**src/pkg/spp_cfg.svh**
```systemverilog
/*
  Register offsets, field positions, masks and reset values of the six-pin port.
  Assumes a 32-bit AHB-Lite bus with one register to each aligned word.
*/
`ifndef SPP_CFG_SVH
`define SPP_CFG_SVH

// ----------------------------------------------------------------------------
// Register byte offsets
// ----------------------------------------------------------------------------
`define SPP_OFS_PORT_DATA      8'h00
`define SPP_OFS_PORT_DIRECTION 8'h04
`define SPP_OFS_INT_CONTROL    8'h08
`define SPP_OFS_ANALOG_SELECT  8'h0C
`define SPP_OFS_PULLUP_ENABLE  8'h10
`define SPP_OFS_CHANGE_ENABLE  8'h14
`define SPP_OFS_OPTION         8'h18

// ----------------------------------------------------------------------------
// Field positions
// ----------------------------------------------------------------------------
`define SPP_INPUT_ONLY_BIT     3
`define SPP_OSC_PIN_HI_BIT     5
`define SPP_OSC_PIN_LO_BIT     4
`define SPP_IC_GLOBAL_EN_BIT   7
`define SPP_IC_PORT_EN_BIT     3
`define SPP_IC_PORT_FLAG_BIT   0
`define SPP_OPT_PULLUP_DIS_BIT 7

// ----------------------------------------------------------------------------
// Masks and reset values
// ----------------------------------------------------------------------------
`define SPP_INPUT_ONLY_MASK    6'h08
`define SPP_ANALOG_PINS_MASK   6'h17
`define SPP_PULLUP_PINS_MASK   6'h37
`define SPP_DIRECTION_RST      6'h3F
`define SPP_ANALOG_SELECT_RST  6'h17
`define SPP_PULLUP_ENABLE_RST  6'h37
`define SPP_CHANGE_ENABLE_RST  6'h00
`define SPP_INT_CONTROL_RST    8'h00
`define SPP_OPTION_RST         8'hFF
`define SPP_LAST_READ_RST      6'h00

`endif

```
**src/pkg/spp_pkg.sv**
```systemverilog
/*
  Types shared by the six-pin port modules.
  Assumes nothing beyond a SystemVerilog compiler.
*/
`default_nettype none

package spp_pkg;
  // Oscillator configuration as the clock block reports it
  typedef enum logic [2:0] {
    SPP_OSC_LOW_POWER,
    SPP_OSC_CRYSTAL,
    SPP_OSC_HIGH_SPEED,
    SPP_OSC_EXT_CLOCK,
    SPP_OSC_INT_IO,
    SPP_OSC_INT_CLKOUT,
    SPP_OSC_RC_WITH_IO,
    SPP_OSC_RC
  } spp_osc_e;
endpackage : spp_pkg

`default_nettype wire

```
**src/pkg/spp_regbus_if.sv**
```systemverilog
/*
  Internal register strobe bundle between the bus front end and the port core.
  Assumes both ends run on the same clock.
*/
`default_nettype none

interface spp_regbus_if;
  logic       rd_en;
  logic [7:0] rd_addr;
  logic [7:0] rdata;
  logic       wr_en;
  logic [7:0] wr_addr;
  logic [7:0] wdata;

  modport bus  (output rd_en, output rd_addr, input rdata,
                output wr_en, output wr_addr, output wdata);
  modport regs (input rd_en, input rd_addr, output rdata,
                input wr_en, input wr_addr, input wdata);
endinterface : spp_regbus_if

`default_nettype wire

```
**src/design/spp_port.sv**
```systemverilog
/*
  Six-pin general purpose port with direction, analog select, weak pull-ups
  and interrupt-on-change, reached over AHB-Lite.
  Assumes pins are resolved outside from PIN_OUT/PIN_OE/PULLUP_EN, and that
  SRST is asserted for every reset kind with POR_RESET high only for power-on.
  Pin changes reach reads and the change compare four edges late.

*/
`include "spp_cfg.svh"
`default_nettype none

module spp_port
  import spp_pkg::*;
#(
  parameter int NUM_PINS = 6
) (
  // Clock and reset
  input  wire logic                CLK,
  input  wire logic                SRST,
  input  wire logic                POR_RESET,
  // AHB-Lite slave
  input  wire logic                HSEL,
  input  wire logic [31:0]         HADDR,
  input  wire logic [1:0]          HTRANS,
  input  wire logic                HWRITE,
  input  wire logic [2:0]          HSIZE,
  input  wire logic [31:0]         HWDATA,
  input  wire logic                HREADY,
  output var  logic [31:0]         HRDATA,
  output var  logic                HREADYOUT,
  output var  logic                HRESP,
  // Configuration word inputs
  input  wire logic                MASTER_CLEAR_ENABLE,
  input  wire logic [2:0]          OSC_MODE,
  // Package pins
  input  wire logic [NUM_PINS-1:0] PIN_IN,
  output var  logic [NUM_PINS-1:0] PIN_OUT,
  output var  logic [NUM_PINS-1:0] PIN_OE,
  output var  logic [NUM_PINS-1:0] PULLUP_EN,
  // Interrupt and wake requests
  output var  logic                PORT_INT_REQ,
  output var  logic                WAKE_REQ
);

  // --------------------------------------------------------------------------
  // Mode decoding
  // --------------------------------------------------------------------------
  // Oscillator modes that take both clock pins away from the port
  function automatic logic osc_uses_two_pins(input spp_osc_e mode);
    osc_uses_two_pins = (mode == SPP_OSC_LOW_POWER) || (mode == SPP_OSC_CRYSTAL) ||
                        (mode == SPP_OSC_HIGH_SPEED);
  endfunction : osc_uses_two_pins

  // Oscillator modes that take only the clock input pin
  function automatic logic osc_uses_one_pin(input spp_osc_e mode);
    osc_uses_one_pin = (mode == SPP_OSC_RC) || (mode == SPP_OSC_RC_WITH_IO) ||
                       (mode == SPP_OSC_EXT_CLOCK);
  endfunction : osc_uses_one_pin

  wire spp_osc_e osc_mode = spp_osc_e'(OSC_MODE);
  wire two_pin_osc = osc_uses_two_pins(osc_mode);
  wire one_pin_osc = osc_uses_one_pin(osc_mode);
  // Crystal-family modes take pins five and four; RC and external clock modes take pin five only
  wire [NUM_PINS-1:0] osc_two_mask = two_pin_osc ? 6'h30 : 6'h00;
  wire [NUM_PINS-1:0] osc_one_mask = one_pin_osc ? 6'h20 : 6'h00;

  // --------------------------------------------------------------------------
  // Front end and pin synchroniser
  // --------------------------------------------------------------------------
  spp_regbus_if rb ();

  spp_ahb_slave u_ahb (
    .clk       (CLK),
    .srst      (SRST),
    .hsel      (HSEL),
    .haddr     (HADDR),
    .htrans    (HTRANS),
    .hwrite    (HWRITE),
    .hsize     (HSIZE),
    .hwdata    (HWDATA),
    .hready    (HREADY),
    .hrdata    (HRDATA),
    .hreadyout (HREADYOUT),
    .hresp     (HRESP),
    .rb        (rb.bus)
  );

  // Filtered levels lag the pins, so a glitch shorter than two samples is lost
  logic [NUM_PINS-1:0] pin_level;

  spp_pin_sync #(
    .WIDTH (NUM_PINS)
  ) u_sync (
    .clk  (CLK),
    .srst (SRST),
    .din  (PIN_IN),
    .dout (pin_level)
  );

  // --------------------------------------------------------------------------
  // Register state
  // --------------------------------------------------------------------------
  logic [NUM_PINS-1:0] out_latch;
  logic [NUM_PINS-1:0] port_direction;
  logic [NUM_PINS-1:0] analog_select;
  logic [NUM_PINS-1:0] pullup_enable_bits;
  logic [NUM_PINS-1:0] change_int_enable_bits;
  logic [NUM_PINS-1:0] last_read;
  logic [7:0]          interrupt_control;
  logic [7:1]          ic_ctrl;
  logic                port_change_flag;
  logic [7:0]          option_reg;

  // --------------------------------------------------------------------------
  // Strobe decoding
  // --------------------------------------------------------------------------
  // One register's strobe: its enable qualified by a full offset match
  function automatic logic reg_hit(input logic en, input logic [7:0] addr,
                                   input logic [7:0] ofs);
    reg_hit = en && (addr == ofs);
  endfunction : reg_hit

  wire rd_data = reg_hit(rb.rd_en, rb.rd_addr, `SPP_OFS_PORT_DATA);
  wire wr_data = reg_hit(rb.wr_en, rb.wr_addr, `SPP_OFS_PORT_DATA);
  wire wr_dir  = reg_hit(rb.wr_en, rb.wr_addr, `SPP_OFS_PORT_DIRECTION);
  wire wr_ic   = reg_hit(rb.wr_en, rb.wr_addr, `SPP_OFS_INT_CONTROL);
  wire wr_ana  = reg_hit(rb.wr_en, rb.wr_addr, `SPP_OFS_ANALOG_SELECT);
  wire wr_pu   = reg_hit(rb.wr_en, rb.wr_addr, `SPP_OFS_PULLUP_ENABLE);
  wire wr_chg  = reg_hit(rb.wr_en, rb.wr_addr, `SPP_OFS_CHANGE_ENABLE);
  wire wr_opt  = reg_hit(rb.wr_en, rb.wr_addr, `SPP_OFS_OPTION);
  // Any port_data access, read or write, reloads the last-read latch
  wire port_access = rd_data | wr_data;

  // --------------------------------------------------------------------------
  // Pin read path
  // --------------------------------------------------------------------------
  wire [NUM_PINS-1:0] analog_pins = analog_select & `SPP_ANALOG_PINS_MASK;
  wire [NUM_PINS-1:0] master_clear_pin_mask   = MASTER_CLEAR_ENABLE ? `SPP_INPUT_ONLY_MASK : 6'h00;

  // Digital reads see the pins, blanked by analog select and master clear
  wire [NUM_PINS-1:0] pin_read = pin_level & ~analog_pins
                                 & ~master_clear_pin_mask;

  // --------------------------------------------------------------------------
  // Effective direction
  // --------------------------------------------------------------------------
  // Pins lent to the oscillator stay inputs as far as the port is concerned
  wire [NUM_PINS-1:0] osc_force =
      osc_two_mask |
      osc_one_mask;
  wire [NUM_PINS-1:0] dir_eff = port_direction | `SPP_INPUT_ONLY_MASK
                                | osc_force;

  // Analog select does not touch the driver, so an analog output still drives
  assign PIN_OUT = out_latch;
  assign PIN_OE  = ~dir_eff;

  // --------------------------------------------------------------------------
  // Weak pull-ups
  // --------------------------------------------------------------------------
  wire pullup_global_off = option_reg[`SPP_OPT_PULLUP_DIS_BIT];
  // Analog pins lose their pull-up together with their digital input
  wire [NUM_PINS-1:0] pullup_sw =
      pullup_enable_bits & `SPP_PULLUP_PINS_MASK
      & dir_eff
      & ~analog_pins
      & {NUM_PINS{~pullup_global_off}};
  // The input-only pin's pull-up is owned by the master clear function
  assign PULLUP_EN = pullup_sw | master_clear_pin_mask;

  // --------------------------------------------------------------------------
  // Change detection
  // --------------------------------------------------------------------------
  // Crystal-family modes hide the change enables of the oscillator pins
  wire [NUM_PINS-1:0] chg_eff = change_int_enable_bits & ~osc_two_mask;
  // Analog pins read zero, so they mismatch only while last_read still holds a one from before the select
  wire [NUM_PINS-1:0] mismatch_bits = chg_eff & (pin_read ^ last_read);
  wire                mismatch      = |mismatch_bits;
  // A port access in flight hides the compare, so a change then may be missed
  wire                port_busy     = port_access;
  wire                flag_set      = mismatch & ~port_busy;

  // Read-modify-write: the input-only bit keeps what the pin read showed
  wire [NUM_PINS-1:0] rmw_value = (rb.wdata[NUM_PINS-1:0] & ~`SPP_INPUT_ONLY_MASK)
                                  | (pin_read & `SPP_INPUT_ONLY_MASK);

  // --------------------------------------------------------------------------
  // Read data multiplexer
  // --------------------------------------------------------------------------
  wire [7:0] dir_read = {2'b00, dir_eff};
  wire [7:0] chg_read = {2'b00, chg_eff};
  wire [7:0] pu_read  = {2'b00, pullup_enable_bits & `SPP_PULLUP_PINS_MASK};
  wire [7:0] ana_read = {2'b00, analog_pins};

  // Unmapped offsets read zero; the front end registers the result
  always_comb begin
    case (rb.rd_addr)
      `SPP_OFS_PORT_DATA:      rb.rdata = {2'b00, pin_read};
      `SPP_OFS_PORT_DIRECTION: rb.rdata = dir_read;
      `SPP_OFS_INT_CONTROL:    rb.rdata = interrupt_control;
      `SPP_OFS_ANALOG_SELECT:  rb.rdata = ana_read;
      `SPP_OFS_PULLUP_ENABLE:  rb.rdata = pu_read;
      `SPP_OFS_CHANGE_ENABLE:  rb.rdata = chg_read;
      `SPP_OFS_OPTION:         rb.rdata = option_reg;
      default:                 rb.rdata = 8'h00;
    endcase
  end

  // --------------------------------------------------------------------------
  // Output latch and direction
  // --------------------------------------------------------------------------
  // The latch is loaded only by a port write, never by a read
  always_ff @(posedge CLK) begin
    if (SRST) begin
      out_latch <= 6'h00;
    end else if (wr_data) begin
      out_latch <= rmw_value;
    end
  end

  // The input-only bit is stored set so no path can ever drive that pin
  always_ff @(posedge CLK) begin
    if (SRST) begin
      port_direction <= `SPP_DIRECTION_RST;
    end else if (wr_dir) begin
      port_direction <= rb.wdata[NUM_PINS-1:0] | `SPP_INPUT_ONLY_MASK;
    end
  end

  // --------------------------------------------------------------------------
  // Analog select, pull-up enables, change enables, option
  // --------------------------------------------------------------------------
  // Only pins with an analog function keep a select bit
  always_ff @(posedge CLK) begin
    if (SRST) begin
      analog_select <= `SPP_ANALOG_SELECT_RST;
    end else if (wr_ana) begin
      analog_select <= rb.wdata[NUM_PINS-1:0] & `SPP_ANALOG_PINS_MASK;
    end
  end

  // The input-only pin has no software pull-up bit
  always_ff @(posedge CLK) begin
    if (SRST) begin
      pullup_enable_bits <= `SPP_PULLUP_ENABLE_RST;
    end else if (wr_pu) begin
      pullup_enable_bits <= rb.wdata[NUM_PINS-1:0] & `SPP_PULLUP_PINS_MASK;
    end
  end

  // Every reset kind clears these, power-on included
  always_ff @(posedge CLK) begin
    if (SRST) begin
      change_int_enable_bits <= `SPP_CHANGE_ENABLE_RST;
    end else if (wr_chg) begin
      change_int_enable_bits <= rb.wdata[NUM_PINS-1:0];
    end
  end

  // Power-on sets the global disable, so every pull-up but the master clear pin's starts off
  always_ff @(posedge CLK) begin
    if (SRST) begin
      option_reg <= `SPP_OPTION_RST;
    end else if (wr_opt) begin
      option_reg <= rb.wdata;
    end
  end

  // --------------------------------------------------------------------------
  // Last-read latch
  // --------------------------------------------------------------------------
  // Only a power-on clears it; other resets leave a pending mismatch visible
  always_ff @(posedge CLK) begin
    if (SRST && POR_RESET) begin
      last_read <= `SPP_LAST_READ_RST;
    end else if (port_access) begin
      last_read <= pin_read;
    end
  end

  // --------------------------------------------------------------------------
  // Interrupt control
  // --------------------------------------------------------------------------
  // Hardware set wins over a software clear in the same cycle
  wire ic_flag_wr   = wr_ic ? rb.wdata[`SPP_IC_PORT_FLAG_BIT]
                            : port_change_flag;
  wire next_ic_flag = ic_flag_wr | flag_set;
  // Other resets keep the flag and let a standing mismatch set it again
  wire rst_ic_flag  = ~POR_RESET & (port_change_flag | mismatch);

  // The flag sits at bit zero; the other bits are plain storage
  assign interrupt_control = {ic_ctrl, port_change_flag};

  always_ff @(posedge CLK) begin
    if (SRST) begin
      ic_ctrl <= 7'(`SPP_INT_CONTROL_RST >> 1);
    end else if (wr_ic) begin
      ic_ctrl <= rb.wdata[7:1];
    end
  end

  // The flag survives non power-on resets and keeps setting on a mismatch
  always_ff @(posedge CLK) begin
    if (SRST) begin
      port_change_flag <= rst_ic_flag;
    end else begin
      port_change_flag <= next_ic_flag;
    end
  end

  // --------------------------------------------------------------------------
  // Wake and interrupt requests
  // --------------------------------------------------------------------------
  // Both requests are levels that drop once software clears the flag
  // Waking needs only the port enable; vectoring also needs the global enable
  assign WAKE_REQ     = interrupt_control[`SPP_IC_PORT_FLAG_BIT]
                        & interrupt_control[`SPP_IC_PORT_EN_BIT];
  assign PORT_INT_REQ = WAKE_REQ & interrupt_control[`SPP_IC_GLOBAL_EN_BIT];

endmodule : spp_port

`default_nettype wire

```
**src/design/spp_pin_sync.sv**
```systemverilog
/*
  Three-stage pin synchroniser with a two-stage agreement filter.
  Assumes asynchronous pin levels and one system clock.
*/
`default_nettype none

module spp_pin_sync #(
  parameter int WIDTH = 6
) (
  // Clock and reset
  input  wire logic             clk,
  input  wire logic             srst,
  // Pins in, filtered levels out
  input  wire logic [WIDTH-1:0] din,
  output var  logic [WIDTH-1:0] dout
);
  genvar i;
  generate
    for (i = 0; i < WIDTH; i++) begin : g_bit
      logic s1;
      logic s2;
      logic s3;
      // A change is accepted only once stages two and three agree
      always_ff @(posedge clk) begin
        if (srst) begin
          s1      <= 1'b0;
          s2      <= 1'b0;
          s3      <= 1'b0;
          dout[i] <= 1'b0;
        end else begin
          s1 <= din[i];
          s2 <= s1;
          s3 <= s2;
          if (s2 == s3) begin
            dout[i] <= s3;
          end
        end
      end
    end
  endgenerate
endmodule : spp_pin_sync

`default_nettype wire

```
**src/design/spp_ahb_slave.sv**
```systemverilog
/*
  AHB-Lite slave front end: turns single word transfers into read and write strobes.
  Assumes the slave's hreadyout is the bus hready; it never inserts wait states.
*/
`default_nettype none

module spp_ahb_slave (
  // Clock and reset
  input  wire logic        clk,
  input  wire logic        srst,
  // AHB-Lite slave side
  input  wire logic        hsel,
  input  wire logic [31:0] haddr,
  input  wire logic [1:0]  htrans,
  input  wire logic        hwrite,
  input  wire logic [2:0]  hsize,
  input  wire logic [31:0] hwdata,
  input  wire logic        hready,
  output var  logic [31:0] hrdata,
  output var  logic        hreadyout,
  output var  logic        hresp,
  // Register strobes
  spp_regbus_if.bus        rb
);
  logic       wr_pend;
  logic [7:0] wr_addr_q;

  // Transfer size is not checked: only whole words are expected
  wire addr_ok = hsel & htrans[1] & hready & (haddr[31:8] == 24'h0) & (hsize == hsize);

  assign rb.rd_en   = addr_ok & ~hwrite;
  assign rb.rd_addr = haddr[7:0];
  assign rb.wr_en   = wr_pend;
  assign rb.wr_addr = wr_addr_q;
  assign rb.wdata   = hwdata[7:0];
  assign hreadyout  = 1'b1;
  assign hresp      = 1'b0;

  // ------------------------------------------------------------------------
  // Address phase capture; read data is taken at the address edge
  // ------------------------------------------------------------------------
  always_ff @(posedge clk) begin
    if (srst) begin
      wr_pend   <= 1'b0;
      wr_addr_q <= 8'h00;
      hrdata    <= 32'h0000_0000;
    end else begin
      wr_pend   <= addr_ok & hwrite;
      wr_addr_q <= haddr[7:0];
      if (rb.rd_en) begin
        hrdata <= {24'h00_0000, rb.rdata};
      end
    end
  end
endmodule : spp_ahb_slave

`default_nettype wire

```
**config.mk**
```make
export PLATFORM = sky130hd
export DESIGN_NAME = spp_port
export DESIGN_NICKNAME = d
export VERILOG_FILES = /design/src/pkg/spp_pkg.sv /design/src/pkg/spp_regbus_if.sv /design/src/design/spp_port.sv /design/src/design/spp_pin_sync.sv /design/src/design/spp_ahb_slave.sv
export VERILOG_INCLUDE_DIRS = /design/src /design/src/pkg
export SDC_FILE = /design/constraint.sdc
export NUM_CORES = 1
export LEC_CHECK = 0
export BUFFER_PORTS_ARGS = -buffer_cell sky130_fd_sc_hd__buf_2
export CAP_MARGIN = 15
export CORE_ASPECT_RATIO = 1.4
export CORE_MARGIN = 2
export CORE_UTILIZATION = 36
export CTS_CLUSTER_DIAMETER = 50
export DETAILED_ROUTE_END_ITERATION = 10
export HOLD_SLACK_MARGIN = 0.15
export SETUP_SLACK_MARGIN = 0.4
export SYNTH_ARGS = -nofsm -noshare
export SYNTH_HDL_FRONTEND = slang
export SYNTH_SLANG_ARGS = --single-unit
```
**constraint.sdc**
```tcl
create_clock -name CLK -period 3.4 [get_ports CLK]
set_input_delay 0.51 -clock CLK [delete_from_list [all_inputs] [get_ports CLK]]
set_output_delay 0.51 -clock CLK [all_outputs]
set_load 0.02 [all_outputs]
```
* Word level (Yosys, flattened, before mapping)
Cells that the tools add are included.
** Storage, ports and cells
- Word-level logic and storage cells :: 115
- Output and inout port bits :: 54
- Memory bits (read-only) :: 0
- Bits in registers :: 89
- RAM bits :: 0
- Memories kept :: 0
- Latch bits :: 0
** Cells by class
- Reduce and logical (&&, ||, !) cells :: 18
- Muxes and demuxes :: 6
- Equal/unequal tests :: 23
- $lt $le $gt $ge :: 0
- Div/mod/pow operators :: 0
- Multipliers :: 0
- Bitwise logic cells :: 32
- Add/sub/neg operators :: 0
- Shift operators :: 0
** Operators by type and width (count)
- 8-bit case mux with 7 select lines :: 1
- 8-bit by 5-bit == test with 1-bit output, second input constant :: 6
- 6-bit AND :: 7
- 8-bit by 4-bit == test with 1-bit output, second input constant :: 4
- 24-bit logical NOT :: 1
- 8-bit by 3-bit == test with 1-bit output, second input constant :: 2
- 8-bit logical NOT :: 2
- 6-bit two-way mux :: 2
- 6-bit inverter :: 2
- 6-bit by 4-bit bitwise OR with 6-bit output :: 2
- 6-bit bitwise OR :: 2
- 1-bit AND :: 9
- 1-bit logical AND :: 9
- 1-bit == test :: 6
- 3-bit by 2-bit == test with 1-bit output, second input constant :: 2
- 3-bit == test, second input constant :: 2
- 4-bit inverter with 6-bit output :: 1
- 5-bit inverter with 6-bit output :: 1
- 6-bit OR reduction :: 1
- 6-bit XOR :: 1
- 1-bit logical OR :: 4
- 4-bit two-way mux :: 1
- 1-bit inverter :: 4
- 3-bit by 1-bit == test with 1-bit output, second input constant :: 1
- other kinds (3) :: 6

* Depth between registers and ports, before layout
- Depth after elaboration :: 11
- Gate-level depth with buffers :: 6
- Depth with buffers taken out :: 5

* By module
Synthesis repeated with hierarchy kept, for this count alone.
** Unflattened totals
- Cells, all modules :: 437
- Area, all modules :: 4111.4 um^2
** By module, submodules not included
- spp_port :: area each 2374.8 um^2, cells an instance 265, instances 1
- spp_ahb_slave :: area each 1016.0 um^2, cells an instance 110, instances 1
- spp_pin_sync :: area each 720.7 um^2, cells an instance 62, instances 1

* Worst setup path after synthesis
No wires, ideal clock.
- Path type :: input -> register
- Start :: input HADDR[2]
- End :: register last_read[0]
- Setup slack :: 1132 ps
- Data arrival time :: 2147 ps
- Required time :: 3279 ps
- Stages :: 6
- Cell sequence :: buf_6 -> or3_4 -> or4b_4 -> o31ai_4 -> mux2i_1 -> nor2_1
** Between the ends
- Cells in the longest elaborated chain, start to end :: 3
** RTL lines
- start: declaration :: line spp_port.sv:23 : input wire logic [31:0] HADDR,
- 8-bit logical NOT :: line spp_port.sv:120 : reg_hit = en && (addr == ofs);
- 1-bit logical AND :: line spp_port.sv:120
- 1-bit bitwise OR :: line spp_port.sv:132 : wire port_access = rd_data | wr_data;
- end signal: assignment :: line spp_port.sv:275 : last_read <= `SPP_LAST_READ_RST;
- end signal: assignment :: line spp_port.sv:277 : last_read <= pin_read;
- end: declaration :: line spp_port.sv:108 : logic [NUM_PINS-1:0] last_read;
No other way between the ends.
A chain may end at the register's enable or synchronous reset.

* Worst setup path in the final report
- Start :: input HADDR[2]
- End :: register last_read[1]
Same word-level chain as after synthesis.

==> flow_summary.json <==
{
  "rrSetupSlack_ns": 1.17,
  "max_freq_mhz": 439,
  "whs_endpoint": "u_sync.g_bit[5].s1",
  "synth_largest_area_cell": "dfxtp_1",
  "grt_pass1_vias": 3073,
  "cp.arrival_ns": 2.51,
  "viasPerCell": 4.95,
  "clock_path_buffers": 2,
  "ys_dominant_reg_cell": "dfxtp_1",
  "fp-row-count": 45,
  "crit_type": "primary input to flop",
  "reg2reg_depth": 4,
  "drc_errors": 0,
  "clockPowerShare_pct": 48.9,
  "numCtsBuffers": 9,
  "async_flop_share_pct": 0,
  "worstSkewPairLatency_ns": 0.34,
  "period_share_pct": 66.9,
  "cts.clk_slew.worst_paths_ns": 0.07,
  "pin_count": 139,
  "maxCapViolations": 0,
  "track_usage_pct": 17.3,
  "grt_pass1_wl_um": 15900,
  "synth_cell_types": 52,
  "avgSynthCellArea_um2": 9.39,
  "path_max_fanout": 17,
  "hold_path_class": "primary input to flop",
  "postLayoutCellArea_um2": 4790,
  "cts_resized": 0,
  "slew_headroom_pct": 51.6,
  "antenna_found_initial": 0,
  "place_inst": 633,
  "slew_violations": 0,
  "grt_overflow_total": 0,
  "gp_congestion": 0.898,
  "hold_depth": 2,
  "synthTopCellsByArea": "dfxtp_1, mux2i_1, nor2b_1, buf_4, nor2_1",
  "setup_tns_ns": 0,
  "diodes": 0,
  "grt_start_max_net_pins": 35,
  "synth_edf_count": 0,
  "cts_sinks": 89,
  "rsz0062_at_grt": "false",
  "layout_common_cells": "dfxtp_1, buf_2, nor2_1",
  "worstMarginPinSlew_ns": 0.724,
  "hold_slack_ns": 0.373,
  "start_util_pct": 37.0,
  "routedWlPerCell_um": 15.1,
  "placed_area_um2": 4440,
  "syn_area_um2": 4000,
  "hold_viol": 0,
  "htree_levels": 3,
  "routed_wl_um": 9780,
  "die_y_um": 129,
  "area_growth_pct": 19.9,
  "syn-instance-count": 426,
  "p_switching_w": 0.000510,
  "irDropWorstVdd_mv": 0.278,
  "end_kind": "flop",
  "root_buffer": "clkbuf_16",
  "required_ns": 3.63,
  "p_comb_share_pct": 6.1,
  "dieArea_um2": 12000,
  "instances_no_fill": 649,
  "hold_buffers": 0,
  "cts_tree": "yes",
  "p_leak_nw": 2.05,
  "post-route-util_pct": 44.3,
  "ant_nets": 0,
  "core_um2": 10800,
  "die_w_um": 93.1,
  "ys.warnings.count": 0,
  "finClkSkew_ns": 0.00732,
  "mostFrequentLayoutCell": "dfxtp_1",
  "p_int_w": 0.00185,
  "post-dp-hpwl_um": 7130,
  "p_sw_share_pct": 21.6,
  "nets": 588,
  "ys_ff_latch": 89,
  "post_cts_buffers": 0,
  "yosysSeqAreaShare_pct": 44.6,
  "vias": 3214,
  "drive_gt1_share_pct": 22.8,
  "critPathLaunch": "HADDR[2]",
  "setup_viol": 0,
  "status": "finished, final reports clean",
  "hp-start": "PIN_IN[5]",
  "dr.pass1.iters": 4,
  "power-per-cell-area_nw_per_um2": 492,
  "first_iter_violations": 128,
  "io_buffers": 83,
  "reg2reg_to": "option_reg[0]",
  "cp-start-kind": "primary input",
  "reg2reg_from": "u_ahb.rb.wr_addr[5]",
  "seqPwrFrac_pct": 45.1,
  "synth_top_area_share_pct": 44.6,
  "period_needed_ns": 2.28
}
## metrics by stage
stage          total power (W)  setup slack, ns
2_1_floorplan          0.00120             1.13
3_5_place_dp           0.00123            0.779
4_1_cts                0.00238             1.14
6_report               0.00236             1.12
3_3_place_gp           0.00123            0.794
5_1_grt                0.00244            0.952
## cell type report
class	instances	area [µm²]
Clock buffer	10	239
Clock inverter	6	115
Fill cell	1067	6020
Inverter	12	45.0
Multi-Input combinational cell	301	1970
Sequential cell	89	1780
Tap cell	141	176
Timing Repair Buffer	90	468
## cells in the mapped netlist (all sizes together), types with 2 or more instances
cell type and instances:
a211o 22, a21oi 8, a22oi 2, a31oi 3, and2 3, and4b 2, buf 33, clkbuf 16
conb 2, dfxtp 89, inv 12, mux2 2, mux2i 39, nand2 17, nand2b 2, nand3 5
nand3b 5, nand4 3, nor2 55, nor2b 39, nor3 6, nor3b 3, nor4 6, nor4b 6
o21ai 13, o2bb2ai 8, o31ai 2, o32ai 2, or4bb 3, xor2 2
## worst max-delay path by stage
| stage | endpoint | slack [ns] | depth (start not counted) |
|---|---|---|---|
| after floorplan | last_read[0] | 1.13 | 6 |
| after global placement | last_read[4] | 0.79 | 6 |
| after detailed placement | last_read[0] | 0.78 | 6 |
| after CTS | last_read[1] | 1.14 | 6 |
| after global routing | option_reg[5] | 0.95 | 4 |
| final | last_read[1] | 1.12 | 6 |
## power by group through the flow
| stage | Combinational, W | Clock [W] | Sequential (W) |
|---|---|---|---|
| after CTS | 0.000144 | 0.00118 | 0.00106 |
| after detailed placement | 0.000143 | 0 | 0.00109 |
| final | 0.000143 | 0.00115 | 0.00106 |
| after global placement | 0.000140 | 0 | 0.00109 |
| after floorplan | 0.000111 | 0 | 0.00108 |
| after global routing | 0.000159 | 0.00122 | 0.00106 |
## cell families after synthesis
kind of cell,Yosys count,synth area share (%)
buffers and inverters,61,8.57
AOI/OAI and AO/OA,67,12.6
muxes,42,10.9
other,2,0.188
xor gates and xnor gates,2,0.438
DFF,89,44.6
and+or+nand+nor,163,22.7
## per-layer routing
layer	up-vias	share of wire [%]	track usage, %
met5	-	0	0
met4	0	2.3	7.18
met3	15	6.0	3.86
met2	105	49	28.7
met1	1505	43	21.6
li1	1589	-	-
## worst max-delay path, stage by stage
cell and delay (ns):
buf_2 0.21, or3_4 0.38, or4b_4 0.53, o31ai_4 0.55
mux2i_1 0.27, nor2_1 0.05
(Power assumes the default switching activity.)
